--- config.mk ---
export PLATFORM = sky130hd
export DESIGN_NAME = sed_dispatcher
export DESIGN_NICKNAME = d
export VERILOG_FILES = /design/src/rtl/sed_dispatcher.v
export VERILOG_INCLUDE_DIRS = /design/src /design/src/rtl
export SDC_FILE = /design/constraint.sdc
export NUM_CORES = 1
export LEC_CHECK = 0
export ABC_AREA = 1
export BUFFER_PORTS_ARGS = -buffer_cell sky130_fd_sc_hd__buf_2
export CAP_MARGIN = 40
export CORE_UTILIZATION = 25
export CTS_BUF_LIST = sky130_fd_sc_hd__clkbuf_8
export DETAILED_ROUTE_END_ITERATION = 7
export GPL_TIMING_DRIVEN = 0
export PLACE_DENSITY_LB_ADDON = 0.1
export RECOVER_POWER = 100
export SYNTH_ARGS = -nofsm -noshare
export SYNTH_HDL_FRONTEND = slang
export SYNTH_SLANG_ARGS = --single-unit
--- constraint.sdc ---
create_clock -name clock -period 1.8 [get_ports clock]
set_input_delay 0.27 -clock clock [delete_from_list [all_inputs] [get_ports clock]]
set_output_delay 0.27 -clock clock [all_outputs]
set_load 0.01 [all_outputs]
--- src/rtl/sed_regs.vh ---
// Constants and register map of the system error dispatcher
// Summary of operation
// (RL1) Timed-interrupt collision suspends program, dispatches collision handler, code in accumulator.
// (RL2) Without collision handler, collisions are ignored and the program continues.
// (RL3) A collision code already pending drops further events with that code.
// (RL4) Collision codes: 1 delay level, 2 to 5 time levels one to four.
// (RL5) I/O error suspends program, dispatches I/O error handler, code in accumulator.
// (RL6) Without I/O error handler, any I/O error enters stop mode.
// (RL7) I/O error during restart refuses start even with handler installed.
// (RL8) An I/O error code already pending is not stored again.
// (RL9) I/O codes: 1 powerfail, 2 bus hold, 3 ready fault, 4 link termination.
// (RL10) Powerfail during image transfer records ack timeout too, serviced after I/O errors.
// (RL11) Persisting I/O error re-invokes its handler each time the handler completes.
// (RL12) Scan-time monitor keeps running while a persistent I/O error is serviced.
// (RL13) Timeout and substitution errors call their handler, or stop without one.
// (RL14) Unloaded block call stores call code; indirect forms store second word only.
// (RL15) Without unloaded-block handler, execution continues after the missing call.
// (RL16) Direct access without ack in 160 us stores address, calls direct timeout handler.
// (RL17) Without direct timeout handler, stop and log ack timeout diagnostic.
// (RL18) Image update timeout stores address, calls its handler, or stops with diagnostic.
// (RL19) Substitution error runs substitution handler instead, or stops with diagnostic.
// (RL20) Substitution error on altered parameters or data word index beyond block length.
// (RL21) Several pending system errors are held and serviced one after another.
// (RL22) Handlers are masked only by selective level mask, not global disable.
// (RL23) One pending bit per code, cleared when its handler invocation begins.
`ifndef SED_REGS_VH
`define SED_REGS_VH
// Register indices; byte address is four times the index
`define SED_IDX_CALL_CODE 20'h0_E10CC
`define SED_IDX_FAULT_ADDR 20'h0_E10CE
`define SED_IDX_HANDLERS 20'h0_E1100
`define SED_IDX_LEVEL_MASK 20'h0_E1101
`define SED_IDX_STATUS 20'h0_E1102
// Handler identifiers, also bit positions in the handler and mask registers
`define SED_H_COLLISION 3'h0
`define SED_H_IO_ERROR 3'h1
`define SED_H_UNLOADED 3'h2
`define SED_H_DIRECT_TO 3'h3
`define SED_H_IMAGE_TO 3'h4
`define SED_H_SUBST 3'h5
`define SED_H_NONE 3'h7
// Diagnostic stack codes
`define SED_DIAG_NONE 4'h0
`define SED_DIAG_ACK_TO 4'h1
`define SED_DIAG_SUBST 4'h2
`define SED_DIAG_IO_ERROR 4'h3
`define SED_DIAG_RESTART_IO 4'h4
// Acknowledge deadline
`define SED_ACK_TIMEOUT_US 160
`define SED_CLK_PERIOD_NS 10
// Reset values
`define SED_HANDLERS_RST 6'h00
`define SED_MASK_RST 6'h00
`endif

--- src/rtl/sed_dispatcher.v ---
// System error dispatcher with AHB-Lite register slave
`timescale 1ns/1ps
`include "sed_regs.vh"
module sed_dispatcher #(
	parameter ACK_CYCLES = (`SED_ACK_TIMEOUT_US * 1000) / `SED_CLK_PERIOD_NS
) (
	// Clock and reset
	input wire clock,
	input wire rst_n,
	// AHB-Lite slave
	input wire hsel,
	input wire [31:0] haddr,
	input wire [1:0] htrans,
	input wire hwrite,
	input wire [2:0] hsize,
	input wire [31:0] hwdata,
	input wire hready,
	output reg [31:0] hrdata,
	output wire hreadyout,
	output wire hresp,
	// Timed-level requests from the scheduler, index 0 delay level, 1..4 time levels one..four
	input wire [4:0] levelRequest,
	input wire [4:0] levelBusy,
	// Backplane I/O error levels from pins, index 0 powerfail .. 3 link termination
	input wire [3:0] ioErrorPin,
	input wire moduleAckPin,
	// Bus controller access state
	input wire directAccess,
	input wire imageTransfer,
	input wire [31:0] accessAddress,
	// Execution unit events
	input wire restartPhase,
	input wire globalIntDisable,
	input wire handlerDone,
	input wire blockCallUnloaded,
	input wire callIndirect,
	input wire [15:0] callWord1,
	input wire [15:0] callWord2,
	input wire paramAltered,
	input wire dataWordOp,
	input wire [15:0] dataWordIndex,
	input wire [15:0] dataBlockLength,
	// Dispatch outputs
	output reg dispatch,
	output reg [2:0] handlerId,
	output reg [15:0] firstAccumulator,
	output reg handlerActive,
	output reg resumeNext,
	output reg stopMode,
	output reg refuseStart,
	output reg [3:0] diagCode,
	output wire scanMonitorRun
);
	localparam ST_IDLE = 1'b0;
	localparam ST_BUSY = 1'b1;
	localparam integer ACK_LAST_I = ACK_CYCLES - 1;
	localparam [15:0] ACK_LAST = ACK_LAST_I[15:0];

	// Address phase capture
	reg wrPend_q;
	reg [19:0] addrIdx_q;
	// Software registers
	reg [5:0] handlers_q, levelMask_q;
	reg [15:0] callCode_q;
	reg [31:0] faultAddr_q;
	// Synchronisers
	reg [3:0] ioMeta_q, ioSync_q, ioPrev_q;
	reg ackMeta_q, ackSync_q;
	// Pending state
	reg [4:0] collPend_q;
	reg [3:0] ioPend_q;
	reg dirToPend_q, imgToPend_q, unldPend_q, substPend_q;
	reg state_q;
	reg [15:0] ackCnt_q;
	reg ackFired_q;
	reg [2:0] curHandler_q;
	reg [3:0] ioServed_q;

	function [2:0] firstSet4;
		input [3:0] v;
		begin
			firstSet4 = v[0] ? 3'd0 : v[1] ? 3'd1 : v[2] ? 3'd2 : v[3] ? 3'd3 : 3'd4;
		end
	endfunction

	function isIdx;
		input [31:0] a;
		input [19:0] idx;
		begin
			isIdx = (a[31:2] == {10'h000, idx}) && (a[1:0] == 2'b00);
		end
	endfunction

	assign hreadyout = 1'b1;
	assign hresp = 1'b0;
	// Scan monitor keeps running during error servicing; only stop mode pauses it
	assign scanMonitorRun = !stopMode; // RL12

	wire addrPhase = hsel && htrans[1] && hready;

	// Event detection
	wire [3:0] ioRise = ioSync_q & ~ioPrev_q;
	wire [4:0] collEvent = levelRequest & levelBusy; // RL4
	wire ackWaiting = (directAccess || imageTransfer) && !ackSync_q;
	wire ackTimeout = ackWaiting && !ackFired_q && (ackCnt_q == ACK_LAST); // RL16
	wire pfDuringImage = ioRise[0] && imageTransfer; // RL10
	wire substEvent = paramAltered || (dataWordOp && (dataWordIndex > dataBlockLength)); // RL20
	wire ioHandled = (curHandler_q == `SED_H_IO_ERROR) && state_q == ST_BUSY;
	// Persisting errors rearm on handler completion
	wire [3:0] ioRearm = (ioHandled && handlerDone) ? (ioServed_q & ioSync_q) : 4'h0; // RL11

	// Selective mask only; global disable deliberately unused
	wire [5:0] enabled = ~levelMask_q; // RL22
	wire ioReady = |ioPend_q && enabled[`SED_H_IO_ERROR];
	wire collReady = |collPend_q && enabled[`SED_H_COLLISION];
	wire [2:0] ioSel = firstSet4(ioPend_q);
	// Delay level first, then time level one upwards
	wire [2:0] collSel = collPend_q[0] ? 3'd0 : firstSet4(collPend_q[4:1]) + 3'd1;

	reg [2:0] pick;
	reg [15:0] pickCode;
	always @* begin
		pick = `SED_H_NONE;
		pickCode = 16'h0000;
		// Fixed priority, one at a time
		if (ioReady) begin // RL21
			pick = `SED_H_IO_ERROR;
			pickCode = {13'h0000, ioSel} + 16'h0001; // RL9
		end else if (collReady) begin
			pick = `SED_H_COLLISION;
			pickCode = {13'h0000, collSel} + 16'h0001; // RL4
		end else if (imgToPend_q && |ioPend_q == 1'b0 && enabled[`SED_H_IMAGE_TO]) begin // RL10
			pick = `SED_H_IMAGE_TO;
		end else if (dirToPend_q && enabled[`SED_H_DIRECT_TO]) begin
			pick = `SED_H_DIRECT_TO;
		end else if (substPend_q && enabled[`SED_H_SUBST]) begin
			pick = `SED_H_SUBST;
		end else if (unldPend_q && enabled[`SED_H_UNLOADED]) begin
			pick = `SED_H_UNLOADED;
		end
	end

	wire canPick = (state_q == ST_IDLE) && (pick != `SED_H_NONE) && !stopMode;
	wire present = handlers_q[pick];
	wire take = canPick && present;
	wire [3:0] ioClr = (canPick && pick == `SED_H_IO_ERROR) ? (4'h1 << ioSel) : 4'h0;
	wire [4:0] collClr = (canPick && pick == `SED_H_COLLISION) ? (5'h01 << collSel) : 5'h00;

	// Synchronisers for backplane pins
	always @(posedge clock) begin
		if (!rst_n) begin
			ioMeta_q <= 4'h0;
			ioSync_q <= 4'h0;
			ioPrev_q <= 4'h0;
			ackMeta_q <= 1'b0;
			ackSync_q <= 1'b0;
		end else begin
			ioMeta_q <= ioErrorPin;
			ioSync_q <= ioMeta_q;
			ioPrev_q <= ioSync_q;
			ackMeta_q <= moduleAckPin;
			ackSync_q <= ackMeta_q;
		end
	end

	// Acknowledge watchdog shared by direct and image accesses
	// Holds once fired, so one stuck access raises one timeout only
	always @(posedge clock) begin
		if (!rst_n) begin
			ackCnt_q <= 16'h0000;
			ackFired_q <= 1'b0;
		end else if (!ackWaiting) begin
			ackCnt_q <= 16'h0000;
			ackFired_q <= 1'b0;
		end else if (ackTimeout) begin
			ackFired_q <= 1'b1;
		end else if (!ackFired_q) begin
			ackCnt_q <= ackCnt_q + 16'h0001;
		end
	end

	// Pending bits: new events win over the dispatch clear
	always @(posedge clock) begin
		if (!rst_n) begin
			collPend_q <= 5'h00;
			ioPend_q <= 4'h0;
			dirToPend_q <= 1'b0;
			imgToPend_q <= 1'b0;
			unldPend_q <= 1'b0;
			substPend_q <= 1'b0;
		end else begin
			// Repeat events merge into the existing bit
			collPend_q <= (collPend_q & ~collClr) | collEvent; // RL3 RL23
			ioPend_q <= (ioPend_q & ~ioClr) | ioRise | ioRearm; // RL8 RL23
			if (ackTimeout && directAccess && !imageTransfer) begin
				dirToPend_q <= 1'b1; // RL16
			end else if (canPick && pick == `SED_H_DIRECT_TO) begin
				dirToPend_q <= 1'b0;
			end
			if ((ackTimeout && imageTransfer) || pfDuringImage) begin
				imgToPend_q <= 1'b1; // RL10 RL18
			end else if (canPick && pick == `SED_H_IMAGE_TO) begin
				imgToPend_q <= 1'b0;
			end
			if (blockCallUnloaded) begin
				unldPend_q <= 1'b1;
			end else if (canPick && pick == `SED_H_UNLOADED) begin
				unldPend_q <= 1'b0;
			end
			if (substEvent) begin
				substPend_q <= 1'b1; // RL20
			end else if (canPick && pick == `SED_H_SUBST) begin
				substPend_q <= 1'b0;
			end
		end
	end

	// Fault records
	always @(posedge clock) begin
		if (!rst_n) begin
			callCode_q <= 16'h0000;
			faultAddr_q <= 32'h0000_0000;
		end else begin
			if (blockCallUnloaded) begin
				callCode_q <= callIndirect ? callWord2 : callWord1; // RL14
			end
			if (ackTimeout || pfDuringImage) begin
				faultAddr_q <= accessAddress; // RL16 RL18
			end
		end
	end

	// Dispatch sequencer
	always @(posedge clock) begin
		if (!rst_n) begin
			state_q <= ST_IDLE;
			curHandler_q <= `SED_H_NONE;
			ioServed_q <= 4'h0;
			dispatch <= 1'b0;
			handlerId <= `SED_H_NONE;
			firstAccumulator <= 16'h0000;
			handlerActive <= 1'b0;
			resumeNext <= 1'b0;
			stopMode <= 1'b0;
			refuseStart <= 1'b0;
			diagCode <= `SED_DIAG_NONE;
		end else begin
			dispatch <= 1'b0;
			resumeNext <= 1'b0;
			if (restartPhase && |ioRise) begin
				refuseStart <= 1'b1; // RL7
				stopMode <= 1'b1;
				diagCode <= `SED_DIAG_RESTART_IO;
			end else if (take) begin
				state_q <= ST_BUSY; // RL1 RL5 RL13 RL19
				curHandler_q <= pick;
				ioServed_q <= ioClr;
				dispatch <= 1'b1;
				handlerId <= pick;
				firstAccumulator <= pickCode; // RL1 RL5
				handlerActive <= 1'b1;
			end else if (canPick) begin
				case (pick)
					`SED_H_COLLISION: ; // RL2
					`SED_H_UNLOADED: resumeNext <= 1'b1; // RL15
					`SED_H_IO_ERROR: begin
						stopMode <= 1'b1; // RL6
						diagCode <= `SED_DIAG_IO_ERROR;
					end
					`SED_H_SUBST: begin
						stopMode <= 1'b1; // RL19
						diagCode <= `SED_DIAG_SUBST;
					end
					default: begin
						stopMode <= 1'b1; // RL13 RL17 RL18
						diagCode <= `SED_DIAG_ACK_TO;
					end
				endcase
			end else if (state_q == ST_BUSY && handlerDone) begin
				state_q <= ST_IDLE;
				curHandler_q <= `SED_H_NONE;
				handlerActive <= 1'b0;
			end
		end
	end

	// Status layout; bit 4 is spare and reads zero
	wire [31:0] statusWord = {
		8'h00,
		refuseStart,
		stopMode,
		diagCode,
		ioPend_q,
		collPend_q,
		dirToPend_q,
		imgToPend_q,
		unldPend_q,
		substPend_q,
		1'b0,
		handlerActive,
		handlerId
	};

	// AHB-Lite register slave, zero wait states
	always @(posedge clock) begin
		if (!rst_n) begin
			wrPend_q <= 1'b0;
			addrIdx_q <= 20'h0_0000;
			hrdata <= 32'h0000_0000;
			handlers_q <= `SED_HANDLERS_RST;
			levelMask_q <= `SED_MASK_RST;
		end else begin
			wrPend_q <= addrPhase && hwrite;
			if (addrPhase) begin
				addrIdx_q <= haddr[21:2];
			end
			// Writes land at the data phase edge, when hwdata stands
			if (wrPend_q && addrIdx_q == `SED_IDX_HANDLERS) begin
				handlers_q <= hwdata[5:0];
			end
			if (wrPend_q && addrIdx_q == `SED_IDX_LEVEL_MASK) begin
				levelMask_q <= hwdata[5:0];
			end
			// Launched at the address edge so it stands through the data phase
			hrdata <= 32'h0000_0000;
			if (addrPhase && !hwrite) begin
				if (isIdx(haddr, `SED_IDX_CALL_CODE)) begin
					hrdata <= {16'h0000, callCode_q};
				end else if (isIdx(haddr, `SED_IDX_FAULT_ADDR)) begin
					hrdata <= faultAddr_q;
				end else if (isIdx(haddr, `SED_IDX_HANDLERS)) begin
					hrdata <= {26'h000_0000, handlers_q};
				end else if (isIdx(haddr, `SED_IDX_LEVEL_MASK)) begin
					hrdata <= {26'h000_0000, levelMask_q};
				end else if (isIdx(haddr, `SED_IDX_STATUS)) begin
					hrdata <= statusWord;
				end
			end
		end
	end
endmodule

==> parameters.txt, run 1 <==
Parameter                              Value

Place
  Placed Area    10000 um^2
  Setup WS pre-CTS    -0.783 ns
  Placed cell count    1822
  Count of input and output buffers    about 210
  Final weighted congestion in routability-driven placement    0.782
  Hpwl dp    21.0 mm

Worst setup path
  Data arrival, critical path    around 2.3 ns
  R2R cell count    15
  Setup CP Type    flip-flop to flip-flop
  Worst setup SP type    flip-flop
  Critical path depth    15
  Crit-path leading delay family    simple AND/OR/NAND/NOR gates
  CP Data Required Time    2.13 ns
  Setup slack, reg-to-reg    -0.16 ns
  Cell chain of the critical path    nor2_4 -> nand2_4 -> nand2_8 -> nand2_8 -> nor2_8 -> inv_4 -> nor2_4 -> nand2_4 -> nand2_8 -> inv_8 -> nand4_4 -> buf_6 -> nand2_4 -> nand2_2 -> nand3_2
  Startpoint of the worst setup timing path    ioPend_q[3]
  Endpoint kind of the worst setup timing path    flip-flop
  CP max-delay cell    sky130_fd_sc_hd__dfxtp_4
  Endpoint of the lowest-slack register-to-register path    curHandler_q[0]
  Delay of the slowest critical-path stage    roughly 0.36 ns
  Worst setup path endpoint    curHandler_q[0]
  Origin of the critical flop-to-flop path    ioPend_q[3]
  Crit path max fanout    6
  Worst Path Buf+Inv    3

Floorplan
  Area of the placeable core    roughly 33000 um^2
  Number of rows in the core area    66
  Effective utilization at floorplan    between 20% and 30%
  Area enclosed by the die boundary    34300 um^2
  Die W    approximately 190 um
  Number of ports placed on the die boundary    about 260
  Die outline height    185 um

Final layout
  Fin util    ~36%
  Area Overhead vs Synth    39.4%
  Share of final-layout standard cells stronger than drive strength 1    slightly below 30%
  Nets@finish    about 1.7k
  Final std cells w/o fill    1921
  Post-Layout Inst Area    around 12000 um^2
  N_diodes    0

Yosys
  Library cell with the largest summed area after synthesis    sky130_fd_sc_hd__dfxtp_1
  Post-synth ARST share    0%
  Proportion of synthesized chip area in sequential cells    42.8%
  Synthesis warning total    0
  Combinational family with the most area after synthesis    simple AND/OR/NAND/NOR gates
  Cell Area, Synth    about 8400 um^2
  Netlist cell types    47
  Primary flip-flop cell chosen by synthesis mapping    sky130_fd_sc_hd__dfxtp_1
  Count of mapped cells out of synthesis    around 1.2k
  Share of cell area taken by muxes after synthesis    0%
  Synth area leaders    sky130_fd_sc_hd__dfxtp_1 (43%), sky130_fd_sc_hd__nand2_1 (8.6%), sky130_fd_sc_hd__inv_1 (8.1%)
  Adder-cell share of the synthesized area    under 10%
  Area share of the largest cell type after synthesis    between 40% and 50%
  Mean cell area of the mapped netlist    around 7.2 um^2
  Share of the synthesized netlist area taken by xor and xnor gates    less than 1%
  Synthesized-area fraction occupied by ao, oa, aoi and oai cells    between 10% and 20%
  Post-synthesis share of cell area spent on and, or, nand and nor gates    about a quarter
  Total of flip-flops plus latches after synthesis    around 180
  EDFF count, synth    0

Min path
  Tightest Hold Check Type    input port to flip-flop

Clocking
  Clock Tree Root    sky130_fd_sc_hd__clkbuf_8
  Max clock buf depth    2
  Number of buffers created by CTS    17
  Clock Sink Count    179
  Clock slew seen by the registers of the worst setup and hold paths    ~0.10 ns
  Insertion delay of the later-clocked pin in the worst-skew pair    roughly 0.48 ns
  Depth of the CTS H-tree    4
  TritonCTS clock tree    done

Run status
  Violations in the final reports    setup timing
  Result of the run    finished with violations

Global route
  Initial antenna violation count    0
  Maximum number of pins on one net before global-route repair    17
  Total routing usage reported by global routing    approximately 16%
  Global-route wire length before repair    42.3 mm
  Total congestion overflow    0
  Number of global-route vias before repair    7954

STA
  Post-route fraction of the period consumed by the critical path    109%
  Total negative slack    -3.03 ns
  Minimum setup slack in the final design    -0.160 ns
  Final critical path time including I/O delays and setup    approximately 2 ns
  Final number of max-transition violations    0
  Final hold violations    0
  Tightest slew margin relative to the limit    between 40% and 50%
  Unrepaired setup endpoints after global routing    true
  Slew @ Worst Pin    0.785 ns
  Highest clock rate    approximately 510 MHz
  Final setup vio count    43
  Worst hold-check slack    0.0366 ns
  Worst clock skew on the final layout    around 0.025 ns

Pwr
  Final total power    about 9.5 mW
  Total power divided by cell area    around 810 nW/um^2
  Worst vdd ir    between 0.4 and 0.5 mV
  Static Leakage    5.19 nW

Route
  Average wire length per cell after detail routing    approximately 15 um
  Routed wire length    between 20 and 30 mm
  Vias per std cell    4.29
  Number of antenna-violating nets in the routed design    0
  Drt drc    0
  Violation count after the first detailed-routing iteration    ~440
  Via count    a little over 8k
  DR pass1 iterations    5

Job
  Max-cap violation count    0
## registers in the layout, indices dropped and copies added (netlist names), 4 cells and up
name              cells
ackCnt_q             16
addrIdx_q            20
callCode_q           16
collPend_q            5
faultAddr_q          32
firstAccumulator      4
handlers_q            6
hrdata               32
ioMeta_q              4
ioPend_q              4
ioPrev_q              4
ioServed_q            4
ioSync_q              4
levelMask_q           6
## worst reg2reg max path, cell delays in order (launching register included)
cell and delay, ns:
sky130_fd_sc_hd__dfxtp_4 0.36, sky130_fd_sc_hd__nor2_4 0.18, sky130_fd_sc_hd__nand2_4 0.09, sky130_fd_sc_hd__nand2_8 0.10
sky130_fd_sc_hd__nand2_8 0.07, sky130_fd_sc_hd__nor2_8 0.12, sky130_fd_sc_hd__inv_4 0.07, sky130_fd_sc_hd__nor2_4 0.15
sky130_fd_sc_hd__nand2_4 0.08, sky130_fd_sc_hd__nand2_8 0.09, sky130_fd_sc_hd__inv_8 0.04, sky130_fd_sc_hd__nand4_4 0.15
sky130_fd_sc_hd__buf_6 0.13, sky130_fd_sc_hd__nand2_4 0.05, sky130_fd_sc_hd__nand2_2 0.08, sky130_fd_sc_hd__nand3_2 0.05
## cell usage in the layout (no fill, tap or decap), drive strengths merged, types with 16 or more instances in the layout
cell type,netlist,final
inv,184,190
nand2,204,204
nand4,28,28
dfxtp,179,179
o21ai,116,116
clkbuf,38,107
nor2,120,120
nand3,63,63
ha,24,24
a21oi,120,120
o211ai,16,16
buf,21,228
## cell type report
cell class,count,area [um^2]
inverters,185,721
repair inverters,1,6.26
clock inverters,14,133
fillers,3630,21100
clock buffers,18,248
repair buffers,273,1620
well taps,442,553
multi-input cells,750,4390
plain buffers,59,397
flip-flops and latches,179,3620
## routing by layer
metal | vias to the layer above | GRT usage (%) | part of all wire [%]
met1 | 3717 | 21.4 | 49
met4 | 0 | 4.53 | 1.3
met2 | 161 | 26.8 | 46
li1 | 4339 | - | -
met5 | - | 0 | 0
met3 | 18 | 2.97 | 3.6
## where the power goes
group	leakage, nW	total (mW)	internal, mW	switching, mW
registers	1.47	4.35	4.18	0.161
logic	3.52	2.35	0.999	1.36
clock network	0.196	2.76	1.15	1.61
## cell families (layout without fill, tap and decap cells)
logic type	after synthesis	in the layout
adders and majority gates	24	24
AOI/OAI and AO/OA	262	262
buffers and inverters	244	550
and+or+nand+nor	445	445
xor gates and xnor gates	4	4
DFF	179	179
other	2	15
## repair_timing
action / 4_1_cts / 5_1_grt
pin swaps: 25 / 33
buffers inserted: 30 / 16
hold buffers: 15 / 0
endpoints found under the hold margin: 15 / 0
gates cloned: 7 / 1
setup endpoints to repair: 92 / 107
gates resized for setup: 131 / 117
## synthesized netlist by cell type (3+ instances only)
master,count
sky130_fd_sc_hd__nand2_1,193
sky130_fd_sc_hd__inv_1,180
sky130_fd_sc_hd__dfxtp_1,179
sky130_fd_sc_hd__a21oi_1,119
sky130_fd_sc_hd__o21ai_0,113
sky130_fd_sc_hd__nor2_1,111
sky130_fd_sc_hd__nand3_1,59
sky130_fd_sc_hd__clkbuf_1,38
sky130_fd_sc_hd__nand4_1,27
sky130_fd_sc_hd__ha_1,24
sky130_fd_sc_hd__o211ai_1,16
sky130_fd_sc_hd__buf_4,15
sky130_fd_sc_hd__nor3_1,11
sky130_fd_sc_hd__nor4_1,9
sky130_fd_sc_hd__nand2_2,5
sky130_fd_sc_hd__nand2_4,4
sky130_fd_sc_hd__nor2_2,4
sky130_fd_sc_hd__nor2_4,4
sky130_fd_sc_hd__a31oi_1,3
sky130_fd_sc_hd__buf_2,3
sky130_fd_sc_hd__o21ai_1,3
## worst min path at each step
stage | startpoint | end | slack [ns] | depth (start not counted)
2_1_floorplan | moduleAckPin | ackMeta_q | 0.37 | 2
3_3_place_gp | ioMeta_q[1] | ioSync_q[1] | 0.40 | 2
3_5_place_dp | ioMeta_q[3] | ioSync_q[3] | 0.40 | 2
4_1_cts | accessAddress[10] | faultAddr_q[10] | 0.0003 | 3
5_1_grt | accessAddress[10] | faultAddr_q[10] | 0.02 | 3
6_report | accessAddress[10] | faultAddr_q[10] | 0.04 | 3
Power figures use the tool's default switching activity.
==> run 2, diff against run 1 <==
--- a/config.mk
+++ b/config.mk
@@ -13,7 +13,6 @@
 export CTS_BUF_LIST = sky130_fd_sc_hd__clkbuf_8
 export DETAILED_ROUTE_END_ITERATION = 7
 export GPL_TIMING_DRIVEN = 0
-export PLACE_DENSITY_LB_ADDON = 0.1
 export RECOVER_POWER = 100
 export SYNTH_ARGS = -nofsm -noshare
 export SYNTH_HDL_FRONTEND = slang
==> parameters.txt, run 2 (same netlist as run 1, synthesis figures left out) <==
Parameter                              Value

Run status
  Result of the run    finished with violations
  Violations in the final reports    setup timing

Global route
  Total congestion overflow    0 (unchanged)
  Total routing usage reported by global routing    15.1% (-1.1 points)
  Global-route wire length before repair    39.9 mm (-5.7%)
  Initial antenna violation count    2 (+2)
  Maximum number of pins on one net before global-route repair    18 (+1)
  Number of global-route vias before repair    7731 (-2.8%)

Place
  Setup WS pre-CTS    -0.835 ns (-0.0521 ns)
  Placed Area    10000 um^2 (unchanged)
  Final weighted congestion in routability-driven placement    0.858 (+9.7%)
  Count of input and output buffers    207 (unchanged)
  Placed cell count    1822 (unchanged)
  Hpwl dp    20.1 mm (-4.3%)

Worst setup path
  Endpoint kind of the worst setup timing path    flip-flop
  Crit path max fanout    6 (unchanged)
  Origin of the critical flop-to-flop path    collPend_q[1]
  Worst setup SP type    flip-flop
  Data arrival, critical path    2.30 ns (about the same)
  Setup CP Type    flip-flop to flip-flop
  Startpoint of the worst setup timing path    collPend_q[1]
  CP Data Required Time    2.14 ns (about the same)

Floorplan
  Die W    185 um (unchanged)
  Number of rows in the core area    66 (unchanged)
  Die outline height    185 um (unchanged)
  Effective utilization at floorplan    25.6% (unchanged)
  Area of the placeable core    32800 um^2 (unchanged)
  Area enclosed by the die boundary    34300 um^2 (unchanged)
  Number of ports placed on the die boundary    257 (unchanged)

Final layout
  Most frequent cells in the layout    sky130_fd_sc_hd__nand2_1 (177), sky130_fd_sc_hd__inv_1 (172), sky130_fd_sc_hd__dfxtp_1 (164)
  Final std cells w/o fill    1902 (-0.99%)
  Nets@finish    1663 (-1.2%)
  Largest registers ranked by flip-flop count    faultAddr_q: 32 flops, hrdata: 32 flops, addrIdx_q: 20 flops
  Area Overhead vs Synth    36.1%
  Fin util    34.8% (-0.86 points)
  Share of final-layout standard cells stronger than drive strength 1    27.2% (-1.7 points)
  Most common cell after layout, fill and taps aside    sky130_fd_sc_hd__nand2_1
  Post-Layout Inst Area    11400 um^2 (-2.4%)

Pwr
  Static Leakage    5.08 nW (-2.2%)
  Net switching power of the design    3.05 mW (-2.6%)
  Portion of total power attributed to the clock network    31.4% (+2.2 points)
  Sequential fraction of design power    45.4% (-0.5 points)
  Total internal power    6.51 mW (+2.7%)
  Total power divided by cell area    838 nW/um^2 (+3.5%)
  Worst vdd ir    0.494 mV (+7.7%)
  Net switching fraction of the power    31.9% (-1.2 points)
  Combinational Power Share    23.2% (-1.7 points)
  Final total power    9.56 mW (+0.96%)

Clocking
  Clock Sink Count    179 (unchanged)
  Max clock buf depth    2 (unchanged)
  Insertion delay of the later-clocked pin in the worst-skew pair    0.49 ns (about the same)
  Clock Tree Root    sky130_fd_sc_hd__clkbuf_8
  Number of buffers created by CTS    17 (unchanged)
  Clock slew seen by the registers of the worst setup and hold paths    0.10 ns (about the same)
  Depth of the CTS H-tree    4 (unchanged)
  TritonCTS clock tree    done

STA
  Minimum setup slack in the final design    -0.162 ns (-0.00180 ns)
  Tightest slew margin relative to the limit    42.5% (-4.7 points)
  Slew @ Worst Pin    0.855 ns (+0.0700 ns)
  Worst clock skew on the final layout    0.0173 ns (-0.00766 ns)
  Unrepaired setup endpoints after global routing    true
  Highest clock rate    510 MHz (about the same)
  Final number of max-transition violations    0 (unchanged)
  Total negative slack    -2.17 ns (+0.859 ns)
  Post-route fraction of the period consumed by the critical path    109% (about the same)
  Final hold violations    0 (unchanged)
  Worst hold-check slack    0.00538 ns (-0.0313 ns)
  Final setup vio count    27 (-37%)
  Final critical path time including I/O delays and setup    1.96 ns (+0.00180 ns)

Route
  Routed wire length    26.2 mm (-6.0%)
  Via count    8303 (+0.83%)
  Violation count after the first detailed-routing iteration    372 (-15%)
  DR pass1 iterations    5 (unchanged)
  Number of antenna-violating nets in the routed design    0 (unchanged)
  Average wire length per cell after detail routing    13.8 um (-5.0%)
  Drt drc    0 (unchanged)
  Vias per std cell    4.37 (+1.8%)

Min path
  Tightest Hold Check Type    input port to flip-flop
  Origin of the worst min-delay path    accessAddress[23]

Job
  Max-cap violation count    0 (unchanged)
## run 2: worst paths after layout
path	to	slack, ns	cells past startpoint
max	curHandler_q[1]	-0.16	11
min	faultAddr_q[23]	0.005	3
max reg2reg	curHandler_q[1]	-0.16	11
min reg2reg	ackSync_q	0.42	2
## run 2: routing by layer
layer	GRT usage, %	wire, um	up-vias
met5	0	0	-
met4	4.73	406	0
met3	2.89	1340	27
met2	26.9	12700	218
met1	18.3	11700	3752
li1	-	-	4306
## run 2: final cells by class
type / count / area [um^2]
timing repair buffer: 253 / 1390
buffer: 59 / 389
clock buffer: 17 / 234
multi-input combinational: 750 / 4310
tap: 442 / 553
sequential: 179 / 3610
inverter: 185 / 716
fill: 3521 / 21400
clock inverter: 15 / 195
antenna: 2 / 5.00
## run 2: critical path: stages, from the launching register on
cell and delay, ns:
sky130_fd_sc_hd__dfxtp_4 0.39, sky130_fd_sc_hd__nor2_4 0.15, sky130_fd_sc_hd__nand3_4 0.11, sky130_fd_sc_hd__nand3_4 0.15
sky130_fd_sc_hd__nand2_4 0.11, sky130_fd_sc_hd__nor2_4 0.14, sky130_fd_sc_hd__nand2_1 0.10, sky130_fd_sc_hd__nand3_4 0.11
sky130_fd_sc_hd__nand4_4 0.20, sky130_fd_sc_hd__buf_6 0.20, sky130_fd_sc_hd__nand3_1 0.07, sky130_fd_sc_hd__nand3_1 0.09
## run 2: what timing repair did
action | 4_1_cts | 5_1_grt
hold endpoints to repair | 4 | 1
cloned | 4 | 1
pin swaps | 30 | 52
resized for setup | 133 | 85
setup buffers | 24 | 13
hold buffers | 4 | 1
endpoints found under the setup margin | 103 | 101
## run 2: power by group through the flow
stage	clock network (mW)	registers [mW]	logic, mW
after floorplan	0	4.41	1.07
after global placement	0	4.42	1.67
after detailed placement	0	4.42	1.70
after CTS	3.05	4.34	1.98
after global routing	3.23	4.37	2.45
final	3.00	4.34	2.21
